`config.mk`:
```
export PLATFORM = sky130hd
export DESIGN_NAME = bb_mau_framing
export DESIGN_NICKNAME = d
export VERILOG_FILES = /design/src/verilog/mch_decoder.v /design/src/verilog/scr_core.v /design/src/verilog/bb_mau_framing.v
export VERILOG_INCLUDE_DIRS = /design/src /design/src/verilog
export SDC_FILE = /design/constraint.sdc
export NUM_CORES = 1
export LEC_CHECK = 0
export BUFFER_PORTS_ARGS = -buffer_cell sky130_fd_sc_hd__buf_2
export CORE_MARGIN = 10
export CORE_UTILIZATION = 55
export DETAILED_ROUTE_END_ITERATION = 10
export PLACE_DENSITY_LB_ADDON = 0.1
export SLEW_MARGIN = 10
export SYNTH_ARGS = -nofsm -noshare
export SYNTH_HDL_FRONTEND = slang
export SYNTH_SLANG_ARGS = --single-unit
```
`constraint.sdc`:
```
create_clock -name i_clk_sys -period 3 [get_ports i_clk_sys]
set_input_delay 0.75 -clock i_clk_sys [delete_from_list [all_inputs] [get_ports i_clk_sys]]
set_output_delay 0.75 -clock i_clk_sys [all_outputs]
set_load 0.01 [all_outputs]
```
`src/verilog/bb_mau_defines.vh`:
```
// constants for the broadband attachment framing path
`ifndef BB_MAU_DEFINES_VH
`define BB_MAU_DEFINES_VH

// clock and bit timing
`define CLK_PERIOD_NS  10
`define BIT_TIME_NS    100
`define CLKS_PER_BIT   (`BIT_TIME_NS / `CLK_PERIOD_NS)
`define HALF_BIT_CLKS  (`CLKS_PER_BIT / 2)
// manchester decode: edge this long after last mid-cell edge is mid-cell
`define MCH_MID_MIN    ((3 * `CLKS_PER_BIT) / 4)
// no mid-cell edge for this long ends the incoming frame
`define MCH_IDLE_CLKS  ((3 * `CLKS_PER_BIT) / 2)

// transmit framing, in bits
`define SYNC_BITS      6'h14
`define UMD_BITS       6'h02
`define POST_ONES      6'h16
`define POST_EXT       6'h04
`define SQE_START      6'h23
`define SQE_BITS       6'h1e

// scrambler, 1 + x^-18 + x^-23 part of the generator
`define SCR_LEN        23
`define SCR_TAP_A      17
`define SCR_TAP_B      22
`define SEED_RST       23'h000001

// receive framing
`define UMD_PAT        6'h14
`define RX_FILL_BITS   6'h2d
`define RX_DLY         22

`endif

```
`src/verilog/mch_decoder.v`:
```
// manchester to nrz decoder for the incoming transmit data circuit
`include "bb_mau_defines.vh"

module mch_decoder (
   // clock and reset
   input  wire i_clk_sys,
   input  wire i_rst_b,
   // manchester line
   input  wire i_line,
   // decoded stream
   output reg  o_bit,
   output reg  o_stb,
   output reg  o_active
);

   reg       prev_r;
   reg [4:0] cnt_r;
   wire      edge_seen;
   wire      mid_cell;

   assign edge_seen = i_line ^ prev_r;
   // preamble has only mid-cell edges, so the first edge locks phase
   assign mid_cell  = edge_seen & (~o_active | (cnt_r >= `MCH_MID_MIN));

   // edge timing, bit value is the level after the mid-cell edge
   always @(posedge i_clk_sys or negedge i_rst_b) begin
      if (!i_rst_b) begin
         prev_r   <= 1'b1; // line idles high, so no false edge after reset
         cnt_r    <= 5'h00;
         o_bit    <= 1'b0;
         o_stb    <= 1'b0;
         o_active <= 1'b0;
      end else begin
         prev_r <= i_line;
         o_stb  <= mid_cell;
         if (mid_cell) begin
            o_bit    <= i_line;
            cnt_r    <= 5'h00;
            o_active <= 1'b1;
         end else begin
            if (cnt_r != 5'h1f)
               cnt_r <= cnt_r + 5'h01;
            if (cnt_r >= `MCH_IDLE_CLKS)
               o_active <= 1'b0;
         end
      end
   end

endmodule // mch_decoder

```
`src/verilog/scr_core.v`:
```
// 23-stage scrambler or self-synchronising descrambler
`include "bb_mau_defines.vh"

module scr_core #(
   parameter MULTIPLY = 0
) (
   // clock and reset
   input  wire                  i_clk_sys,
   input  wire                  i_rst_b,
   // stream
   input  wire                  i_step,
   input  wire                  i_bit,
   output wire                  o_bit,
   // seed
   input  wire                  i_load,
   input  wire [`SCR_LEN-1:0]   i_seed
);

   reg [`SCR_LEN-1:0] sh_r;

   // feedback from outputs divides, feed-forward of inputs multiplies
   assign o_bit = i_bit ^ sh_r[`SCR_TAP_A] ^ sh_r[`SCR_TAP_B];

   // history register; descrambler never loads, so it needs no seed
   always @(posedge i_clk_sys or negedge i_rst_b) begin
      if (!i_rst_b) begin
         sh_r <= {`SCR_LEN{1'b0}};
      end else if (i_load && MULTIPLY == 0) begin
         sh_r <= i_seed;
      end else if (i_step) begin
         sh_r <= {sh_r[`SCR_LEN-2:0], (MULTIPLY != 0) ? i_bit : o_bit};
      end
   end

endmodule // scr_core

```
`src/verilog/bb_mau_framing.v`:
```
// packet framing, scrambling and sqe test for a broadband attachment unit
`include "bb_mau_defines.vh"

module bb_mau_framing (
   // clock and reset
   input  wire i_clk_sys,
   input  wire i_rst_b,
   // station transmit data circuit, manchester
   input  wire i_aui_do,
   // rf modulator side
   output reg  o_mod_bit,
   output reg  o_mod_stb,
   output reg  o_mod_en,
   output reg  o_ce_burst,
   input  wire i_coll_det,
   // rf demodulator side
   input  wire i_rf_bit,
   input  wire i_rf_stb,
   input  wire i_rf_carrier,
   input  wire i_ce_detect,
   // station receive data circuit, manchester
   output reg  o_receive_data_circuit,
   output reg  o_rx_active
);

   // transmit states
   localparam TX_IDLE = 6'b000001;
   localparam TX_SYNC = 6'b000010;
   localparam TX_UMD  = 6'b000100;
   localparam TX_SCR  = 6'b001000;
   localparam TX_POST = 6'b010000;
   localparam TX_WAIT = 6'b100000;
   // receive states
   localparam RX_IDLE = 3'b001;
   localparam RX_FILL = 3'b010;
   localparam RX_DATA = 3'b100;

   // decoder and bit timing
   wire               dec_bit;
   wire               dec_stb;
   wire               dec_active;
   reg  [3:0]         div_r;
   wire               bit_tick;
   reg  [`SCR_LEN-1:0] seed_r;

   // transmit control
   reg  [5:0] tx_st_r;
   reg  [5:0] tx_st_nxt;
   reg  [5:0] tx_cnt_r;
   reg  [5:0] tx_cnt_nxt;
   reg        sqe_on_r;
   reg        sqe_on_nxt;
   reg        coll_seen_r;
   reg        emit;
   reg        ebit;
   reg        scr_step;
   reg        seed_load;
   reg        en_nxt;
   wire       scr_bit;

   // receive control
   reg  [2:0]  rx_st_r;
   reg  [5:0]  rx_cnt_r;
   reg         rf_prev_r;
   reg  [22:0] hist_r;
   reg  [`RX_DLY-1:0] dly_r;
   wire        rd;
   wire        descr_bit;
   wire        umd_seen;
   wire        post_det;
   reg         ld_r;
   reg         ld_bit_r;
   reg         enc_bit_r;
   reg  [3:0]  enc_ph_r;

   mch_decoder u_dec (
      .i_clk_sys (i_clk_sys),
      .i_rst_b   (i_rst_b),
      .i_line    (i_aui_do),
      .o_bit     (dec_bit),
      .o_stb     (dec_stb),
      .o_active  (dec_active)
   );

   scr_core #(.MULTIPLY(0)) u_scr (
      .i_clk_sys (i_clk_sys),
      .i_rst_b   (i_rst_b),
      .i_step    (scr_step),
      .i_bit     (dec_bit),
      .o_bit     (scr_bit),
      .i_load    (seed_load),
      .i_seed    (seed_r)
   );

   // free bit clock and seed source; x^23 + x^18 + 1 never reaches zero
   assign bit_tick = (div_r == (`CLKS_PER_BIT - 1));
   always @(posedge i_clk_sys or negedge i_rst_b) begin
      if (!i_rst_b) begin
         div_r  <= 4'h0;
         seed_r <= `SEED_RST;
      end else begin
         div_r <= bit_tick ? 4'h0 : div_r + 4'h1;
         if (bit_tick)
            seed_r <= {seed_r[`SCR_LEN-2:0], seed_r[22] ^ seed_r[17]};
      end
   end

   // transmit framing sequence; incoming bits before the first zero drop
   always @* begin
      tx_st_nxt  = tx_st_r;
      tx_cnt_nxt = tx_cnt_r;
      sqe_on_nxt = sqe_on_r;
      en_nxt     = o_mod_en;
      emit       = 1'b0;
      ebit       = 1'b0;
      scr_step   = 1'b0;
      seed_load  = 1'b0;
      if (tx_st_r == TX_IDLE && !sqe_on_r) begin
         if (dec_stb && !dec_bit) begin
            emit       = 1'b1;
            ebit       = 1'b0;
            seed_load  = 1'b1;
            en_nxt     = 1'b1;
            tx_cnt_nxt = 6'h01;
            tx_st_nxt  = TX_SYNC;
         end
      end else if (sqe_on_r) begin
         // burst length counted on the free bit clock
         if (bit_tick) begin
            tx_cnt_nxt = tx_cnt_r + 6'h01;
            if (tx_cnt_r == `SQE_BITS - 6'h01) begin
               sqe_on_nxt = 1'b0;
               tx_cnt_nxt = 6'h00;
            end
         end
      end else begin
         case (tx_st_r)
            TX_SYNC: begin
               if (dec_stb) begin
                  emit       = 1'b1;
                  ebit       = tx_cnt_r[0];
                  tx_cnt_nxt = tx_cnt_r + 6'h01;
                  if (tx_cnt_r == `SYNC_BITS - 6'h01) begin
                     tx_cnt_nxt = 6'h00;
                     tx_st_nxt  = TX_UMD;
                  end
               end else if (!dec_active) begin
                  tx_cnt_nxt = 6'h00;
                  tx_st_nxt  = TX_POST;
               end
            end
            TX_UMD: begin
               if (dec_stb) begin
                  emit       = 1'b1;
                  ebit       = 1'b0;
                  tx_cnt_nxt = tx_cnt_r + 6'h01;
                  if (tx_cnt_r == `UMD_BITS - 6'h01)
                     tx_st_nxt = TX_SCR;
               end else if (!dec_active) begin
                  tx_cnt_nxt = 6'h00;
                  tx_st_nxt  = TX_POST;
               end
            end
            TX_SCR: begin
               if (dec_stb) begin
                  emit     = 1'b1;
                  ebit     = scr_bit;
                  scr_step = 1'b1;
               end else if (!dec_active) begin
                  tx_cnt_nxt = 6'h00;
                  tx_st_nxt  = TX_POST;
               end
            end
            TX_POST: begin
               if (bit_tick) begin
                  tx_cnt_nxt = tx_cnt_r + 6'h01;
                  if (tx_cnt_r == `POST_ONES + `POST_EXT + 6'h01) begin
                     // carrier drops a bit later, so the last one goes out whole
                     en_nxt    = 1'b0;
                     tx_st_nxt = TX_WAIT;
                  end else begin
                     emit = 1'b1;
                     ebit = (tx_cnt_r != 6'h00);
                  end
               end
            end
            TX_WAIT: begin
               // data carrier is already off, so the burst never overlaps it
               if (bit_tick) begin
                  tx_cnt_nxt = tx_cnt_r + 6'h01;
                  if (tx_cnt_r == `SQE_START - 6'h01) begin
                     tx_cnt_nxt = 6'h00;
                     tx_st_nxt  = TX_IDLE;
                     sqe_on_nxt = ~coll_seen_r;
                  end
               end
            end
            default: begin
               tx_st_nxt  = TX_IDLE;
               tx_cnt_nxt = 6'h00;
            end
         endcase
      end
   end

   // transmit registers; inversion then differential encoding of every bit
   always @(posedge i_clk_sys or negedge i_rst_b) begin
      if (!i_rst_b) begin
         tx_st_r     <= TX_IDLE;
         tx_cnt_r    <= 6'h00;
         sqe_on_r    <= 1'b0;
         coll_seen_r <= 1'b0;
         o_mod_bit   <= 1'b0;
         o_mod_stb   <= 1'b0;
         o_mod_en    <= 1'b0;
         o_ce_burst  <= 1'b0;
      end else begin
         tx_st_r    <= tx_st_nxt;
         tx_cnt_r   <= tx_cnt_nxt;
         sqe_on_r   <= sqe_on_nxt;
         o_ce_burst <= sqe_on_nxt;
         o_mod_en   <= en_nxt;
         o_mod_stb  <= emit;
         if (emit)
            o_mod_bit <= o_mod_bit ^ ~ebit;
         if (tx_st_r == TX_IDLE)
            coll_seen_r <= 1'b0;
         else if (i_coll_det)
            coll_seen_r <= 1'b1;
      end
   end

   // restored stream: differential decode, invert, force one without carrier
   assign rd = i_rf_carrier ? ~(i_rf_bit ^ rf_prev_r) : 1'b1;

   scr_core #(.MULTIPLY(1)) u_dscr (
      .i_clk_sys (i_clk_sys),
      .i_rst_b   (i_rst_b),
      .i_step    (i_rf_stb),
      .i_bit     (rd),
      .o_bit     (descr_bit),
      .i_load    (1'b0),
      .i_seed    ({`SCR_LEN{1'b0}})
   );

   // delimiter: end of alternating sync followed by two zeros
   assign umd_seen = ({hist_r[4:0], rd} == `UMD_PAT);
   // postamble: a zero followed by twenty-two ones, current bit included;
   // seen as the postamble zero leaves the delay line, so it never goes out
   assign post_det = ({hist_r[21:0], rd} == {1'b0, {22{1'b1}}});

   // receive framing; delay line lets fill cover bits already gone by
   always @(posedge i_clk_sys or negedge i_rst_b) begin
      if (!i_rst_b) begin
         rx_st_r   <= RX_IDLE;
         rx_cnt_r  <= 6'h00;
         rf_prev_r <= 1'b0;
         hist_r    <= 23'h7fffff;
         dly_r     <= {`RX_DLY{1'b0}};
         ld_r      <= 1'b0;
         ld_bit_r  <= 1'b0;
      end else begin
         ld_r <= 1'b0;
         if (i_rf_stb) begin
            rf_prev_r <= i_rf_bit;
            hist_r    <= {hist_r[21:0], rd};
            dly_r     <= {dly_r[`RX_DLY-2:0], descr_bit};
            case (rx_st_r)
               RX_IDLE: begin
                  if (i_rf_carrier && umd_seen) begin
                     rx_cnt_r <= 6'h00;
                     rx_st_r  <= RX_FILL;
                  end
               end
               RX_FILL: begin
                  ld_r     <= 1'b1;
                  ld_bit_r <= rx_cnt_r[0];
                  rx_cnt_r <= rx_cnt_r + 6'h01;
                  if (rx_cnt_r == `RX_FILL_BITS - 6'h01)
                     rx_st_r <= RX_DATA;
               end
               RX_DATA: begin
                  if (post_det || !i_rf_carrier) begin
                     rx_st_r <= RX_IDLE;
                  end else begin
                     ld_r     <= 1'b1;
                     ld_bit_r <= dly_r[`RX_DLY-1];
                  end
               end
               default: rx_st_r <= RX_IDLE;
            endcase
         end
      end
   end

   // manchester encoder; a cell always completes, even mid-collision
   always @(posedge i_clk_sys or negedge i_rst_b) begin
      if (!i_rst_b) begin
         enc_bit_r              <= 1'b0;
         enc_ph_r               <= 4'h0;
         o_rx_active            <= 1'b0;
         o_receive_data_circuit <= 1'b1;
      end else begin
         if (ld_r) begin
            enc_bit_r   <= ld_bit_r;
            enc_ph_r    <= 4'h0;
            o_rx_active <= 1'b1;
         end else if (enc_ph_r == (`CLKS_PER_BIT - 1)) begin
            o_rx_active <= 1'b0;
         end else begin
            enc_ph_r <= enc_ph_r + 4'h1;
         end
         if (ld_r)
            o_receive_data_circuit <= ~ld_bit_r;
         else if (!o_rx_active || enc_ph_r == (`CLKS_PER_BIT - 1))
            o_receive_data_circuit <= 1'b1;
         else if (enc_ph_r >= (`HALF_BIT_CLKS - 1))
            o_receive_data_circuit <= enc_bit_r;
         else
            o_receive_data_circuit <= ~enc_bit_r;
      end
   end

   // collision detect from the demodulator is left unused
   wire unused_ce = i_ce_detect;

endmodule // bb_mau_framing

```
==> results.ini <==
[setup_path]
r2r_cells = 6
reg2reg_from = tx_cnt_r[0]
cp-end-kind = register
r2r_slack_ns = 0.62
worstSetupPathType = register to register
r2r-end = tx_st_r[4]
critPathMaxFanout = 8
critPathBufInv = 0
arrival_ns = 2.69
crit_chain = ha_1, and4bb_4, a211oi_2, a211o_1, or3_1, mux2_4
worstPathRequired_ns = 3.31
start_kind = register
slowest_delay_ns = 0.50
crit_family = simple AND/OR/NAND/NOR gates
critPathSlowestCell = dfrtp_1
cp_num_cells = 6

[drt]
totalWireLength_mm = 13.1
vias_per_cell = 5.59
wl_per_cell_um = 14.9
num_vias = 4923
drt_iter0_markers = 336
dr.pass1.iters = 4
drc_errors = 0
ant_nets = 0

[cts]
cts_buffers = 17
clkSinkCount = 162
post_cts_buffers = 0
cts_root_buf = clkbuf_16
max-clock-path-buffers = 2
clk_latency_ns = 0.42
holdBufCountCts = 0
cts_resized = 0
clk_pin_slew_ns = 0.06
cts_tree = done
cts.htree.levels = 4

[sta]
slew_viol_final = 0
clock.fmax_mhz = 420
setup_violations = 0
fin_worst_skew_ns = 0.00753
slew_headroom = 0.657
hold_viol_final = 0
min_period_ns = 2.38
timing.setup.tns_ns = 0
rsz0062_at_grt = false
fin_ws_ns = 0.619
tightest_slew_ns = 0.510
timing.final.crit_share = 0.794

[final_layout]
final_cells = 880
synthToLayoutAreaGrowth_pct = 10.8
drive_gt1_frac = 0.233
nFillCells = 1082
fin_nets = 710
diodes = 0

[synth]
synth.top_cells.by_area = dfrtp_1 45%, mux2_2 10%, dfstp_2 9.4%
yosysTopAreaCell = dfrtp_1
ys_seq_area_frac = 0.539
synth_common_cells = 135 x dfrtp_1, 108 x nand2_1, 68 x mux2_2, 42 x o21ai_0, 36 x nor2_1
synth_most_common_cell = dfrtp_1
syn_area_um2 = 7580
postSynthAreaPerCell_um2 = 11.0
syn-instance-count = 687
synth_top_area_frac = 0.445
ys_ff_latch = 162
synth_cell_types = 67
synth_flop_cell = dfrtp_1
synthArstFlopShare = 1.00
synthesis.nets = 706
ys_warn_count = 0
synth_edf_count = 0

[global_route]
grt_max_degree = 73
grt_pass1_vias = 4884
overflow = 0
grt_pass1_wl_mm = 23.0
antenna_found_initial = 0
grt.total_usage = 0.150

[flow_run]
max_cap_violations = 0

[placement]
gp_congestion = 0.859
hpwl_mm = 8.65
dp_cells = 848
port_buffers = 12
dp_slack_ns = 0.468

[power]
total_power_w = 0.00710
powerDensity_nw_per_um2 = 845
ir_drop_mv = 0.603
power.leakage_nw = 3.81

[die]
die_area_um2 = 18900
core_um2 = 13400
io_pins = 14
die_x_um = 137
rows = 42
initial_utilization = 0.566
fp.dieH_um = 137

[status]
status = finished clean

[worst_hold_path]
min_path_type = input port to async pin

==> metrics by stage <==
step | utilization | area [um2] | hold WS (ns)
3_5_place_dp | 0.580 | 7770 | 0.456
2_1_floorplan | - | 7580 | 0.400
5_1_grt | 0.627 | 8410 | 0.282
4_1_cts | 0.627 | 8410 | 0.266
3_3_place_gp | 0.580 | 7770 | 0.459
6_report | 0.627 | 8410 | 0.261
==> placed cells by master (no fill, tap or decap), types with 7 or more instances in the layout <==
master	instances
dfstp_2	27
inv_1	18
nor3_1	9
o21a_1	7
nor2_1	36
nand2_1	108
clkbuf_16	17
a21oi_1	21
dfrtp_1	135
buf_2	11
nand3_1	11
mux2_2	68
nand2b_1	9
nand4_1	7
o21ai_0	42
xnor2_1	11
mux2i_1	24
nor2b_1	7
ha_1	11
xor2_1	9
==> cells by family (layout without fill, tap and decap cells) <==
kind of cell	after synthesis	in the layout	share of synthesized area
AOI/OAI and AO/OA	117	117	0.100
DFF	162	162	0.539
buffers and inverters	53	70	0.0341
muxes	94	94	0.137
and+or+nand+nor	230	230	0.149
adders and majority gates	11	11	0.0181
xor gates and xnor gates	20	20	0.0231
==> layer usage <==
layer | vias to the layer above | global-route usage | routed length (um) | share of wire
met5 | - | 0 | 0 | 0
met4 | 0 | 0.0679 | 264 | 0.020
met3 | 21 | 0.0386 | 370 | 0.028
met2 | 66 | 0.236 | 6330 | 0.48
met1 | 2427 | 0.189 | 6180 | 0.47
li1 | 2409 | - | - | -
==> report_power, final <==
group          total, W  switching [W]  internal, W
sequential      0.00332       0.000461      0.00285
clock           0.00233       0.000828      0.00150
combinational   0.00146       0.000713     0.000747
==> final cells by class <==
class                   instances  area [um2]  share of cell area
well taps                     176         220              0.0262
multi-input cells             472        3240               0.386
inverters                      18        67.6             0.00804
repair buffers                 20         151              0.0180
flip-flops and latches        162        4090               0.486
clock inverters                 9         178              0.0211
clock buffers                  23         458              0.0545
==> state kept, by name, summed over array words and instances (netlist names), 5 cells and up <==
name         cells
dly_r           22
hist_r          22
rx_cnt_r         6
seed_r          23
tx_cnt_r         6
tx_st_r          6
u_dec.cnt_r      5
u_dscr.sh_r     23
u_scr.sh_r      23
==> how the worst max path moves through the flow <==
stage	start	to	slack [ns]
final	tx_cnt_r[0]	tx_st_r[4]	0.62
after global routing	tx_st_r[0]	u_scr.sh_r[1]	0.50
after CTS	tx_cnt_r[0]	tx_st_r[4]	0.62
after detailed placement	i_rf_bit	ld_bit_r	0.47
after global placement	i_rf_bit	ld_bit_r	0.52
after floorplan	i_rf_bit	ld_bit_r	0.77
(Power assumes the default switching activity.)
